**src/design/rct_defines.svh**
```systemverilog
/*
 * Register offsets, field positions, reset values and rate figures of the
 * clock-out, countdown timer and test block. Assumes the including file
 * wants these names globally and declares nothing of its own with them.
 */
`ifndef RCT_DEFINES_SVH
`define RCT_DEFINES_SVH

// ****************************************************************
// Register word addresses
// ****************************************************************
`define RCT_ADDR_CLOCK_OUTPUT_PIN 4'hD
`define RCT_ADDR_TCTRL 4'hE
`define RCT_ADDR_TCOUNT 4'hF

// ****************************************************************
// Field positions
// ****************************************************************
`define RCT_BIT_ENABLE 7
`define RCT_SEL_HI 1
`define RCT_SEL_LO 0

// ****************************************************************
// Reset values
// ****************************************************************
`define RCT_RST_CLOCK_OUTPUT_PIN 8'h80
`define RCT_RST_TCTRL 8'h03
`define RCT_RST_TCOUNT 8'h00

// ****************************************************************
// Rates
// ****************************************************************
`define RCT_SYS_HZ 20000000
`define RCT_BASE_HZ 65536
`define RCT_SEL_FAST 2'h0
`define RCT_SEL_MID 2'h1
`define RCT_SEL_SLOW 2'h2
`define RCT_SEL_MIN 2'h3
`define RCT_PRE_HALF 6'h1F
`define RCT_SEC_PER_MIN 6'h3B

// ****************************************************************
// Divider taps, masks and synchroniser reset level
// ****************************************************************
`define RCT_TAP_FAST 0
`define RCT_TAP_MID 5
`define RCT_TAP_SLOW 10
`define RCT_TAP_MIN 15
`define RCT_DIV_4096 4'hF
`define RCT_DIV_64 10'h3FF
`define RCT_CFG_MASK 8'h83
`define RCT_RST_SYNC 2'h3

`endif

```
**src/design/rct_pkg.sv**
```systemverilog
/*
 * Types shared by the clock-out and timer block. Assumes the defines header
 * is compiled alongside for every number.
 */
package rct_pkg;

    // ****************************************************************
    // Carriers
    // ****************************************************************
    typedef struct packed {
        logic wr;
        logic [3:0] addr;
        logic [7:0] wdata;
    } rct_reg_wr_t;

    typedef struct packed {
        logic t4096;
        logic t64;
        logic t1;
        logic t60;
    } rct_ticks_t;

    typedef enum logic [2:0] {
        OVR_IDLE = 3'b001,
        OVR_SEEK = 3'b010,
        OVR_ON = 3'b100
    } rct_ovr_state_t;

    // ****************************************************************
    // Module state
    // ****************************************************************
    typedef struct packed {
        logic [5:0] pre;
        logic sec;
    } rct_pre_state_t;

    typedef struct packed {
        logic [7:0] count;
        logic flag;
    } rct_tmr_state_t;

endpackage : rct_pkg

```
**src/design/rct_prescale.sv**
```systemverilog
/*
 * Six-stage binary prescaler turning the 64 Hz tick into the seconds tick.
 * Assumes the tick input is a one-cycle pulse on the system clock.
 */
`include "rct_defines.svh"

module rct_prescale
    import rct_pkg::*;
(
    // Clock and reset
    input wire logic clk,
    input wire logic rst,
    // Control
    input wire logic tick_in,
    input wire logic stop,
    // Result
    output logic sec_tick
);

    rct_pre_state_t st;
    rct_pre_state_t next_st;

    // The seconds tick fires when the chain passes the half point, so a
    // chain cleared by stop needs 32 edges first and 64 thereafter.
    always_comb begin
        next_st = st;
        next_st.sec = 1'b0;
        if (stop) begin
            next_st.pre = '0;
        end else if (tick_in) begin
            next_st.pre = st.pre + 6'h01;
            next_st.sec = (st.pre == `RCT_PRE_HALF);
        end
    end

    always_ff @(posedge clk) begin
        if (rst) begin
            st <= '0;
        end else begin
            st <= next_st;
        end
    end

    assign sec_tick = st.sec;

endmodule : rct_prescale

```
**src/design/rct_timer.sv**
```systemverilog
/*
 * Eight-bit binary countdown timer with reload. Assumes all ticks are
 * one-cycle pulses and that the select code is stable between writes.
 */
`include "rct_defines.svh"

module rct_timer
    import rct_pkg::*;
(
    // Clock and reset
    input wire logic clk,
    input wire logic rst,
    // Ticks and control
    input rct_ticks_t ticks,
    input wire logic run,
    input wire logic [1:0] sel,
    input wire logic load,
    input wire logic [7:0] reload,
    // Results
    output logic [7:0] count,
    output logic flag
);

    rct_tmr_state_t st;
    rct_tmr_state_t next_st;
    logic tick;

    always_comb begin
        case (sel)
            `RCT_SEL_FAST: tick = ticks.t4096;
            `RCT_SEL_MID: tick = ticks.t64;
            `RCT_SEL_SLOW: tick = ticks.t1;
            default: tick = ticks.t60;
        endcase
    end

    // A write of n restarts the count so that the first period is n ticks.
    always_comb begin
        next_st = st;
        next_st.flag = 1'b0;
        if (load) begin
            next_st.count = reload;
        end else if (run && tick) begin
            if (st.count == 8'h01 || st.count == 8'h00) begin
                next_st.flag = 1'b1;
                next_st.count = reload;
            end else begin
                next_st.count = st.count - 8'h01;
            end
        end
    end

    always_ff @(posedge clk) begin
        if (rst) begin
            st <= '0;
        end else begin
            st <= next_st;
        end
    end

    assign count = st.count;
    assign flag = st.flag;

endmodule : rct_timer

```
**src/design/rct_top.sv**
```systemverilog
/*
 * Clock output, countdown timer, external-clock test mode and power-on
 * reset override of a real-time clock. Assumes a serial bus engine on the
 * same clock delivers register writes and addresses, and that the test and
 * stop bits and the override-allow bit come from its control register.
 */
`include "rct_defines.svh"

module rct_top
    import rct_pkg::*;
#(
    parameter int OVR_STEPS = 4,
    // Pin states {data, clock} to be seen in order; values are assumed.
    parameter logic [OVR_STEPS-1:0][1:0] OVR_SEQ = {2'b10, 2'b00, 2'b01, 2'b11}
) (
    // Clock and reset
    input wire logic SYS_CLK,
    input wire logic RESET,
    // Register access from the serial engine
    input rct_reg_wr_t REG_WR,
    output logic [7:0] REG_RDATA,
    // Control bits from control/status register 1
    input wire logic EXT_TEST,
    input wire logic PRE_STOP,
    input wire logic OVR_ALLOW,
    // Power-on reset pending, asynchronous
    input wire logic POR_PENDING,
    // Serial bus pins seen for the override sequence
    input wire logic SDA_IN,
    input wire logic SCL_IN,
    // Clock output pin, three-signal form
    input wire logic CLOCK_OUTPUT_PIN_I,
    output logic CLOCK_OUTPUT_PIN_O,
    output logic CLOCK_OUTPUT_PIN_OE,
    // Results
    output logic SEC_TICK,
    output logic TIMER_FLAG,
    output logic CORE_RESET
);

    localparam logic [25:0] ACC_MOD = 26'(`RCT_SYS_HZ);
    localparam logic [25:0] ACC_STEP = 26'(`RCT_BASE_HZ);
    localparam int IW = $clog2(OVR_STEPS + 1);

    // ****************************************************************
    // State
    // ****************************************************************
    typedef struct packed {
        logic [25:0] acc;
        logic base_en;
        logic [15:0] base;
        logic [5:0] sec_cnt;
        logic [1:0] por_sync;
        logic [1:0] sda_sync;
        logic [1:0] scl_sync;
        logic [1:0] ck_sync;
        logic ck_last;
        rct_ovr_state_t ovr;
        logic [IW-1:0] idx;
        logic [7:0] clk_cfg;
        logic [7:0] tmr_cfg;
        logic [7:0] tmr_n;
        logic [7:0] rdata;
        logic pin;
    } rct_top_state_t;

    rct_top_state_t st;
    rct_top_state_t next_st;
    rct_ticks_t ticks;
    logic core_rst;
    logic sec_tick;
    logic [7:0] tmr_count;
    logic tmr_flag;
    logic test_mode;
    logic ext_rise;
    logic [1:0] pins;
    logic seq_hit;
    logic wr_clock_output_pin;
    logic wr_tctrl;
    logic wr_tcount;
    logic [7:0] tmr_reload;
    logic [1:0] clk_sel;
    logic [1:0] tmr_sel;
    logic tmr_run;
    logic [IW-2:0] seq_pos;

    // ****************************************************************
    // Reset release
    // ****************************************************************

    // Logic behind the oscillator waits for power-on reset unless the
    // override has been entered; the override detector itself only obeys
    // the system reset, otherwise it could never leave reset.
    // override releases reset
    assign core_rst = RESET | (st.por_sync[1] & (st.ovr != OVR_ON));
    assign CORE_RESET = core_rst;

    // ****************************************************************
    // Write decode
    // ****************************************************************

    // Writes are taken only while the core runs, since a held core would
    // drop them anyway; the chain hits at most one register per cycle.
    always_comb begin
        wr_clock_output_pin = 1'b0;
        wr_tctrl = 1'b0;
        wr_tcount = 1'b0;
        if (REG_WR.wr && !core_rst) begin
            if (REG_WR.addr == `RCT_ADDR_CLOCK_OUTPUT_PIN) begin
                wr_clock_output_pin = 1'b1;
            end else if (REG_WR.addr == `RCT_ADDR_TCTRL) begin
                wr_tctrl = 1'b1;
            end else if (REG_WR.addr == `RCT_ADDR_TCOUNT) begin
                wr_tcount = 1'b1;
            end
        end
    end

    // A fresh count goes straight into the timer so the first period after
    // a write is the full n; otherwise the timer reloads the held value.
    assign tmr_reload = wr_tcount ? REG_WR.wdata : st.tmr_n;

    // Configuration fields used by the rate and timer logic.
    assign clk_sel = st.clk_cfg[`RCT_SEL_HI:`RCT_SEL_LO];
    assign tmr_sel = st.tmr_cfg[`RCT_SEL_HI:`RCT_SEL_LO];
    assign tmr_run = st.tmr_cfg[`RCT_BIT_ENABLE];

    // ****************************************************************
    // Tick generation
    // ****************************************************************

    assign test_mode = EXT_TEST;
    assign ext_rise = st.ck_sync[1] & ~st.ck_last;
    assign pins = {st.sda_sync[1], st.scl_sync[1]};
    assign seq_pos = st.idx[IW-2:0];
    assign seq_hit = (pins == OVR_SEQ[seq_pos]);

    // Internal rates fall out of one 16-bit counter that steps at 65536 Hz.
    // In test mode the pin edges take the place of the internal 64 Hz.
    // The seconds tick comes back from the prescaler, so in test mode the
    // 1 Hz and 1/60 Hz timer sources follow the pin as well.
    always_comb begin
        ticks.t4096 = st.base_en && (st.base[3:0] == `RCT_DIV_4096);
        if (test_mode) begin
            ticks.t64 = ext_rise;
        end else begin
            ticks.t64 = st.base_en && (st.base[9:0] == `RCT_DIV_64);
        end
        ticks.t1 = sec_tick;
        ticks.t60 = sec_tick && (st.sec_cnt == `RCT_SEC_PER_MIN);
    end

    // Entering test mode does not clear the chain; a host uses the stop bit
    // to bring it to a known state first.
    // no sync on entry
    rct_prescale u_pre (
        .clk(SYS_CLK),
        .rst(core_rst),
        .tick_in(ticks.t64),
        .stop(PRE_STOP),
        .sec_tick(sec_tick)
    );

    // The timer takes its rate, run bit and reload from the registers here;
    // a write to the count register restarts it at once.
    rct_timer u_tmr (
        .clk(SYS_CLK),
        .rst(core_rst),
        .ticks(ticks),
        .run(tmr_run),
        .sel(tmr_sel),
        .load(wr_tcount),
        .reload(tmr_reload),
        .count(tmr_count),
        .flag(tmr_flag)
    );

    // ****************************************************************
    // Next state
    // ****************************************************************

    // One process computes all next values; the fractional accumulator keeps
    // the 65536 Hz step exact on average, with one system cycle of jitter.
    always_comb begin
        next_st = st;
        next_st.por_sync = {st.por_sync[0], POR_PENDING};
        next_st.sda_sync = {st.sda_sync[0], SDA_IN};
        next_st.scl_sync = {st.scl_sync[0], SCL_IN};
        next_st.ck_sync = {st.ck_sync[0], CLOCK_OUTPUT_PIN_I};
        next_st.ck_last = st.ck_sync[1];
        if (st.acc + ACC_STEP >= ACC_MOD) begin
            next_st.acc = st.acc + ACC_STEP - ACC_MOD;
            next_st.base_en = 1'b1;
        end else begin
            next_st.acc = st.acc + ACC_STEP;
            next_st.base_en = 1'b0;
        end
        if (st.base_en) begin
            next_st.base = st.base + 16'h0001;
        end
        if (sec_tick) begin
            next_st.sec_cnt = (st.sec_cnt == `RCT_SEC_PER_MIN) ? 6'h00 : st.sec_cnt + 6'h01;
        end
        case (clk_sel)
            `RCT_SEL_FAST: next_st.pin = st.base[`RCT_TAP_FAST];
            `RCT_SEL_MID: next_st.pin = st.base[`RCT_TAP_MID];
            `RCT_SEL_SLOW: next_st.pin = st.base[`RCT_TAP_SLOW];
            default: next_st.pin = st.base[`RCT_TAP_MIN];
        endcase
        // Register writes; unused bits are kept at zero so they read back 0.
        if (wr_clock_output_pin) begin
            next_st.clk_cfg = REG_WR.wdata & `RCT_CFG_MASK;
        end else if (wr_tctrl) begin
            next_st.tmr_cfg = REG_WR.wdata & `RCT_CFG_MASK;
        end else if (wr_tcount) begin
            next_st.tmr_n = REG_WR.wdata;
        end
        // Read data is registered from the presented address.
        if (REG_WR.addr == `RCT_ADDR_CLOCK_OUTPUT_PIN) begin
            next_st.rdata = st.clk_cfg;
        end else if (REG_WR.addr == `RCT_ADDR_TCTRL) begin
            next_st.rdata = st.tmr_cfg;
        end else if (REG_WR.addr == `RCT_ADDR_TCOUNT) begin
            next_st.rdata = tmr_count;
        end else begin
            next_st.rdata = 8'h00;
        end
        // The entry order of the bus pins is an assumption held in OVR_SEQ:
        // with the defaults, {data, clock} must read 11, 01, 00 and 10 in turn.
        // Holding a state is allowed, since the host toggles slowly against
        // this clock; any state that is neither the current nor the next step
        // starts the search over. Only the system reset clears the detector,
        // so it still acts while the power-on reset holds the rest.
        // parameterised pin sequence
        case (st.ovr)
            OVR_IDLE: begin
                next_st.idx = '0;
                if (OVR_ALLOW) begin
                    next_st.ovr = OVR_SEEK;
                end
            end
            OVR_SEEK: begin
                if (!OVR_ALLOW) begin
                    next_st.ovr = OVR_IDLE;
                end else if (seq_hit && st.idx == IW'(OVR_STEPS - 1)) begin
                    next_st.ovr = OVR_ON;
                end else if (seq_hit) begin
                    next_st.idx = st.idx + 1'b1;
                end else if (st.idx != '0 && pins != OVR_SEQ[seq_pos - 1'b1]) begin
                    next_st.idx = '0;
                end
            end
            OVR_ON: begin
                if (!OVR_ALLOW) begin
                    next_st.ovr = OVR_IDLE;
                end
            end
            default: next_st.ovr = OVR_IDLE;
        endcase
    end

    // ****************************************************************
    // Registers
    // ****************************************************************

    // Configuration follows the core reset so a pending power-on reset
    // keeps it at defaults; synchronisers and the detector do not.
    always_ff @(posedge SYS_CLK) begin
        if (RESET) begin
            st <= '0;
            // The pending flag is assumed until the pin is seen low, so the
            // core stays held through the synchroniser delay after reset.
            st.por_sync <= `RCT_RST_SYNC;
            st.ovr <= OVR_IDLE;
            st.clk_cfg <= `RCT_RST_CLOCK_OUTPUT_PIN;
            st.tmr_cfg <= `RCT_RST_TCTRL;
            st.tmr_n <= `RCT_RST_TCOUNT;
        end else if (core_rst) begin
            st <= next_st;
            st.clk_cfg <= `RCT_RST_CLOCK_OUTPUT_PIN;
            st.tmr_cfg <= `RCT_RST_TCTRL;
            st.tmr_n <= `RCT_RST_TCOUNT;
        end else begin
            st <= next_st;
        end
    end

    // ****************************************************************
    // Outputs
    // ****************************************************************

    // The pin floats in test mode and in reset, so an external test clock
    // never fights the driver.
    // enable drives or floats
    assign CLOCK_OUTPUT_PIN_OE = st.clk_cfg[`RCT_BIT_ENABLE] & ~test_mode & ~core_rst;
    assign CLOCK_OUTPUT_PIN_O = st.pin;
    assign REG_RDATA = st.rdata;
    assign SEC_TICK = sec_tick;
    assign TIMER_FLAG = tmr_flag;

endmodule : rct_top

```
**config.mk**
```make
export PLATFORM = sky130hd
export DESIGN_NAME = rct_top
export DESIGN_NICKNAME = d
export VERILOG_FILES = /design/src/design/rct_pkg.sv /design/src/design/rct_prescale.sv /design/src/design/rct_timer.sv /design/src/design/rct_top.sv
export VERILOG_INCLUDE_DIRS = /design/src /design/src/design
export SDC_FILE = /design/constraint.sdc
export NUM_CORES = 1
export LEC_CHECK = 0
export ABC_AREA = 1
export BUFFER_PORTS_ARGS = -buffer_cell sky130_fd_sc_hd__buf_4
export CORE_MARGIN = 2
export CORE_UTILIZATION = 43
export CTS_BUF_LIST = sky130_fd_sc_hd__clkbuf_2
export DETAILED_ROUTE_END_ITERATION = 6
export GPL_TIMING_DRIVEN = 0
export MAX_ROUTING_LAYER = met4
export PLACE_DENSITY_LB_ADDON = 0.1
export SLEW_MARGIN = 10
export SYNTH_ARGS = -nofsm -noshare
export SYNTH_HDL_FRONTEND = slang
export SYNTH_SLANG_ARGS = --single-unit
```
**constraint.sdc**
```tcl
create_clock -name SYS_CLK -period 2.7 [get_ports SYS_CLK]
set_input_delay 0.135 -clock SYS_CLK [delete_from_list [all_inputs] [get_ports SYS_CLK]]
set_output_delay 0.135 -clock SYS_CLK [all_outputs]
set_load 0.01 [all_outputs]
```
Yosys cells after proc, flatten, opt, wreduce, memory -nomap -nowiden
Cells that the tools add are included.
{"block": "totals", "mem_count": 0, "inputBits": 22, "rom_bits": 0, "output_inout_bits": 13, "reg_bits": 103, "mem_bits_rw": 0, "latchBits": 0}
{"block": "classes", "n_eq_ne": 19, "magnitude_cmp": 3, "n_mux": 38, "n_addsub": 8, "shift": 0, "mul": 0, "div": 0, "reduce_logical": 20, "n_bitwise": 12}
{"op": "two-way mux 8 bit", "n": 6}
{"op": "two-way mux 27 bit", "n": 1}
{"op": "adder 26 x 17 -> 26 bit (second input constant)", "n": 1}
{"op": "greater-or-equal comparator 26 x 25 -> 1 bit (second input constant)", "n": 1}
{"op": "subtractor 26 x 25 -> 26 bit (second input constant)", "n": 1}
{"op": "two-way mux 3 bit", "n": 8}
{"op": "adder 16 x 1 -> 16 bit (second input constant)", "n": 1}
{"op": "== test 4 bit (second input constant)", "n": 4}
{"op": "two-way mux 16 bit", "n": 1}
{"op": "adder 6 x 1 -> 6 bit (second input constant)", "n": 2}
{"op": "two-way mux 6 bit", "n": 2}
{"op": "two-way mux 1 bit", "n": 11}
{"op": "== test 10 bit (second input constant)", "n": 1}
{"op": "two-way mux 9 bit", "n": 1}
{"op": "case mux 3 bit (3 select lines)", "n": 1}
{"op": "binary-select mux 2 bit (select 2 bit)", "n": 2}
{"op": "== test 8 x 1 -> 1 bit (second input constant)", "n": 1}
{"op": "zero test 8 bit", "n": 1}
{"op": "subtractor 8 x 1 -> 8 bit (second input constant)", "n": 1}
{"op": "logical AND 1 bit", "n": 7}
{"op": "inverter 1 bit", "n": 7}
{"op": "== test 3 x 2 -> 1 bit (second input constant)", "n": 2}
{"op": "== test 6 x 5 -> 1 bit (second input constant)", "n": 1}
{"op": "== test 6 bit (second input constant)", "n": 1}
{"op": "other kinds (23)", "n": 35}

Logic depth before layout (Yosys ltp)
{"block": "logic_depth", "depth_word": 10, "ltp_mapped": 15, "ltp_nobuf": 14}

By module
Synthesis repeated with hierarchy kept, for this count alone.
{"block": "unflattened", "cells_unflattened": 737, "area_unflattened_um2": 5157.4}
{"mod": "rct_top", "cells_each": 558, "instances": 1, "area_each_um2": 4005.1}
{"mod": "rct_timer", "cells_each": 137, "instances": 1, "area_each_um2": 840.8}
{"mod": "rct_prescale", "cells_each": 42, "instances": 1, "area_each_um2": 311.5}

Worst setup path after synthesis
OpenSTA, ideal clock, no wires.
{"block": "synth_timing", "path_kind": "reg-to-reg", "from": "register st[87] (netlist bit)", "to": "register st[94] (netlist bit)", "slack_ns": 0.837, "required_time_ns": 2.585, "arrival_time_ns": 1.748, "setup_ns": 0.115, "path_stages_with_launch": 14, "path_cell_list": "dfxtp_1 -> inv_1 -> ha_1 -> inv_1 -> nand2_1 -> nor2_2 -> nand2_2 -> nand2_2 -> nand2_4 -> nand2_8 -> nand2_8 -> buf_6 -> a21oi_1 -> nor2_1"}
{"block": "synth_between", "elab_chain_cells": 3}
{"element": "start, declared", "line_no": "rct_top.sv:67", "rtl": "rct_top_state_t st;"}
{"element": "start signal, assigned", "line_no": "rct_top.sv:279", "rtl": "st <= next_st;"}
{"element": "start signal, assigned", "line_no": "rct_top.sv:284", "rtl": "st <= next_st;"}
{"element": "adder 26 x 17 -> 26 bit *", "line_no": "rct_top.sv:191, rct_top.sv:192, rct_top.sv:195"}
{"element": "subtractor 26 x 25 -> 26 bit or greater-or-equal comparator 26 x 25 -> 1 bit (tied branches)", "line_no": "rct_top.sv:192, rct_top.sv:191"}
{"element": "two-way mux 27 bit *", "line_no": "rct_top.sv:191", "rtl": "if (st.acc + ACC_STEP >= ACC_MOD) begin"}
Every way passes the cells marked *; elsewhere a longest branch is shown, timed or not.
A chain may end at the register's enable or synchronous reset.

Final worst setup path
{"block": "layout_timing", "from": "register st[37] (netlist bit)", "to": "register st (netlist bit clk_sel[1])"}
{"block": "layout_between", "elab_chain_cells": 6}
{"element": "!= test 3 bit *", "line_no": "rct_top.sv:95", "rtl": "assign core_rst = RESET | (st.por_sync[1] & (st.ovr != OVR_ON));"}
{"element": "AND 1 bit *", "line_no": "rct_top.sv:95"}
{"element": "bitwise OR 1 bit *", "line_no": "rct_top.sv:95"}
{"element": "zero test 1 bit", "line_no": "rct_top.sv:108", "rtl": "if (REG_WR.wr && !core_rst) begin"}
{"element": "logical AND 1 bit", "line_no": "rct_top.sv:108"}
{"element": "two-way mux 1 bit", "line_no": "rct_top.sv:108"}
Marks and branches as above.

==> results.sh <==
export IMPL_grt_ovfl_total=0
export IMPL_initial_utilization=0.446
export IMPL_ant_nets=0
export IMPL_peakVddDrop_mv=0.313
export IMPL_drt_total_wl_um=11300
export IMPL_ys_ff_latch=95
export IMPL_cp_arrival_ns=2.98
export IMPL_fin_nets=823
export IMPL_grtUsageTotal=0.201
export IMPL_die_x_um=111
export IMPL_cp_start_kind="flip-flop"
export IMPL_min_path_type="input pin to flip-flop"
export IMPL_fp_row_count=38
export IMPL_hold_violations=0
export IMPL_avgRoutedWirePerCell_um=12.1
export IMPL_cp_required_ns=3.26
export IMPL_seq_area_frac_synth=0.388
export IMPL_mostFrequentLayoutCell="nand2_1"
export IMPL_stdcell_count=934
export IMPL_detailed_place_hpwl_um=8240
export IMPL_drc=0
export IMPL_finalSetupTns_ns=0
export IMPL_outcome="complete, no violations"
export IMPL_place_area_um2=5330
export IMPL_layout_drive_gt1_share=0.125
export IMPL_io_buffers=34
export IMPL_slew_headroom=0.583
export IMPL_areaGrowthSynthToFinish_pct=17.1
export IMPL_first_pass_iters=4
export IMPL_n_antenna_cell=0
export IMPL_skew_ns=0.0292
export IMPL_grt_start_max_net_pins=15
export IMPL_pre_cts_slack_ns=0.549
export IMPL_leakagePower_nw=2.45
export IMPL_grt_pass1_wl_um=19800
export IMPL_cts_inserted_buffers=9
export IMPL_synth_cell_types=43
export IMPL_crit_fanout=6
export IMPL_syn_instance_count=715
export IMPL_cts_root_buf="clkbuf_2"
export IMPL_cts_tree="done"
export IMPL_slowest_delay_ns=0.58
export IMPL_yosys_warnings=0
export IMPL_clkSinkCount=95
export IMPL_max_freq_mhz=412
export IMPL_crit_buf_inv=3
export IMPL_core_um2=11000
export IMPL_tightest_slew_ns=0.626
export IMPL_max_cap_viol_count=0
export IMPL_synth_area_per_cell_um2=6.85
export IMPL_final_cell_mix="154 x nand2_1, 104 x nor2_1, 95 x dfxtp_1"
export IMPL_antenna_found_initial=0
export IMPL_htree_levels=3
export IMPL_dp_cells=889
export IMPL_gp_congestion=0.876
export IMPL_final_max_slew_violation_count=0
export IMPL_clockBufferDepth=2
export IMPL_hold_slack_ns=0.0474
export IMPL_p_total_mw=2.33
export IMPL_synth_edf_count=0
export IMPL_end_kind="flip-flop"
export IMPL_path_cells="inv_1 -> nand3_1 -> a21oi_4 -> nand2_1 -> nor2_4 -> nand2_1 -> dlygate4sd3_1 -> o31ai_1 -> dlygate4sd3_1"
export IMPL_clk_latency_ns=0.60
export IMPL_dieArea_um2=12300
export IMPL_async_flop_share=0
export IMPL_die_h_um=111
export IMPL_synth_nets=749
export IMPL_power_density_nw_per_um2=407
export IMPL_path_clk_slew_ns=0.24
export IMPL_vias=4675
export IMPL_fin_area_um2=5730
export IMPL_grt_pass1_vias=4358
export IMPL_rsz0062_at_grt="no"
export IMPL_finalSetupViolations=0
export IMPL_fin_crit_ns=2.43
export IMPL_critical_path_slowest_cell="dlygate4sd3_1"
export IMPL_drt_initial_drc_count=209
export IMPL_avgViaCountPerCell=5.01
export IMPL_netlist_area_um2=4900
export IMPL_synth_ff_type="dfxtp_1"
export IMPL_fin_util=0.522
export IMPL_cp_top_family="buffers and inverters"
export IMPL_setup_slack_ns=0.274
export IMPL_finalCritPeriodShare=0.899
export IMPL_path_class="flip-flop to flip-flop"
export IMPL_ioPinCount=35
[Yosys cell counts, types with 2 or more instances]
master,count,area [µm²]
a31oi_1,2,12.5
inv_2,5,18.8
nor2_4,2,22.5
nand3b_1,2,15.0
o21ai_1,3,15.0
buf_1,2,7.51
clkbuf_1,5,18.8
nor2_2,2,12.5
ha_1,12,150
nand2_8,2,40.0
nor4_1,3,18.8
a221oi_1,3,26.3
xor2_1,11,96.3
nand2_1,155,582
buf_2,4,20.0
nand4_1,8,50.1
nand2_2,3,18.8
buf_6,2,22.5
o211ai_1,2,15.0
nand3_1,57,285
xnor2_1,3,26.3
o21a_1,3,22.5
buf_4,8,60.1
nor2_1,105,394
dfxtp_1,95,1900
and3_1,2,12.5
o31ai_1,2,15.0
nand3_2,4,40.0
a21oi_2,2,17.5
inv_1,87,327
o21ai_0,27,135
nor3b_1,3,22.5
or2_2,8,50.1
nor3_1,18,90.1
a21oi_1,55,275
[worst register-to-register path: cells and delay by family (launching register included)]
kind	cells	cell delay (ns)
AOI/OAI and AO/OA	2	0.32
DFF	1	0.36
and+or+nand+nor	4	0.51
buffers and inverters	3	1.21
[sequential cells by signal, indices dropped and copies added (netlist names)]
signal	count
clk_sel	2
u_pre.st	6
st	59
u_tmr.count	8
u_tmr.flag	1
pins	2
u_pre.sec_tick	1
seq_pos	2
CLOCK_OUTPUT_PIN_O	1
next_st	5
REG_RDATA	8
[area by class of cell]
type / instances / area, µm²
Fill cell: 1119 / 5250
Buffer: 21 / 130
Sequential cell: 95 / 1900
Timing Repair Buffer: 63 / 538
Clock buffer: 11 / 55.1
Tap cell: 140 / 175
Clock inverter: 5 / 48.8
Multi-Input combinational cell: 506 / 2540
Inverter: 93 / 349
[logic make-up (layout without fill, tap and decap cells)]
group / count (synthesis) / after routing / share of synthesized area
adder cells (fa/ha/maj): 12 / 12 / 0.0307
XOR/XNOR: 14 / 14 / 0.0250
AND/OR/NAND/NOR: 377 / 377 / 0.343
AO/OA/AOI/OAI: 103 / 103 / 0.115
buffers and inverters: 114 / 193 / 0.0976
flip-flops: 95 / 95 / 0.388
[report_power, final]
| group | switching (mW) | leakage (nW) | internal, mW |
|---|---|---|---|
| registers | 0.0129 | 0.769 | 1.42 |
| clock network | 0.474 | 0.0731 | 0.214 |
| logic | 0.119 | 1.61 | 0.0889 |
[repair_timing]
action / 4_1_cts / 5_1_grt
endpoints found under the setup margin: 0 / 4
buffers inserted: 0 / 3
hold buffers: 26 / 0
endpoints found under the hold margin: 36 / 0
gates resized for setup: 0 / 7
[layer usage]
layer | part of all wire | wire [µm] | global-route usage | vias up
met2 | 0.47 | 5290 | 0.321 | 75
met4 | 0.018 | 206 | 0.0725 | 0
met5 | 0 | 0 | - | -
li1 | - | - | - | 2435
met3 | 0.044 | 503 | 0.0273 | 15
met1 | 0.47 | 5320 | 0.261 | 2150
[final timing paths]
path / startpoint / endpoint / slack [ns] / cells after the start
worst max-delay path: st[37] / clk_sel[1] / 0.27 / 9
worst min-delay path: REG_WR[9] / REG_RDATA[5] / 0.05 / 5
worst max register to register: st[37] / clk_sel[1] / 0.27 / 9
worst min register to register: next_st[41] / next_st[39] / 0.42 / 2
(Power assumes the default switching activity.)
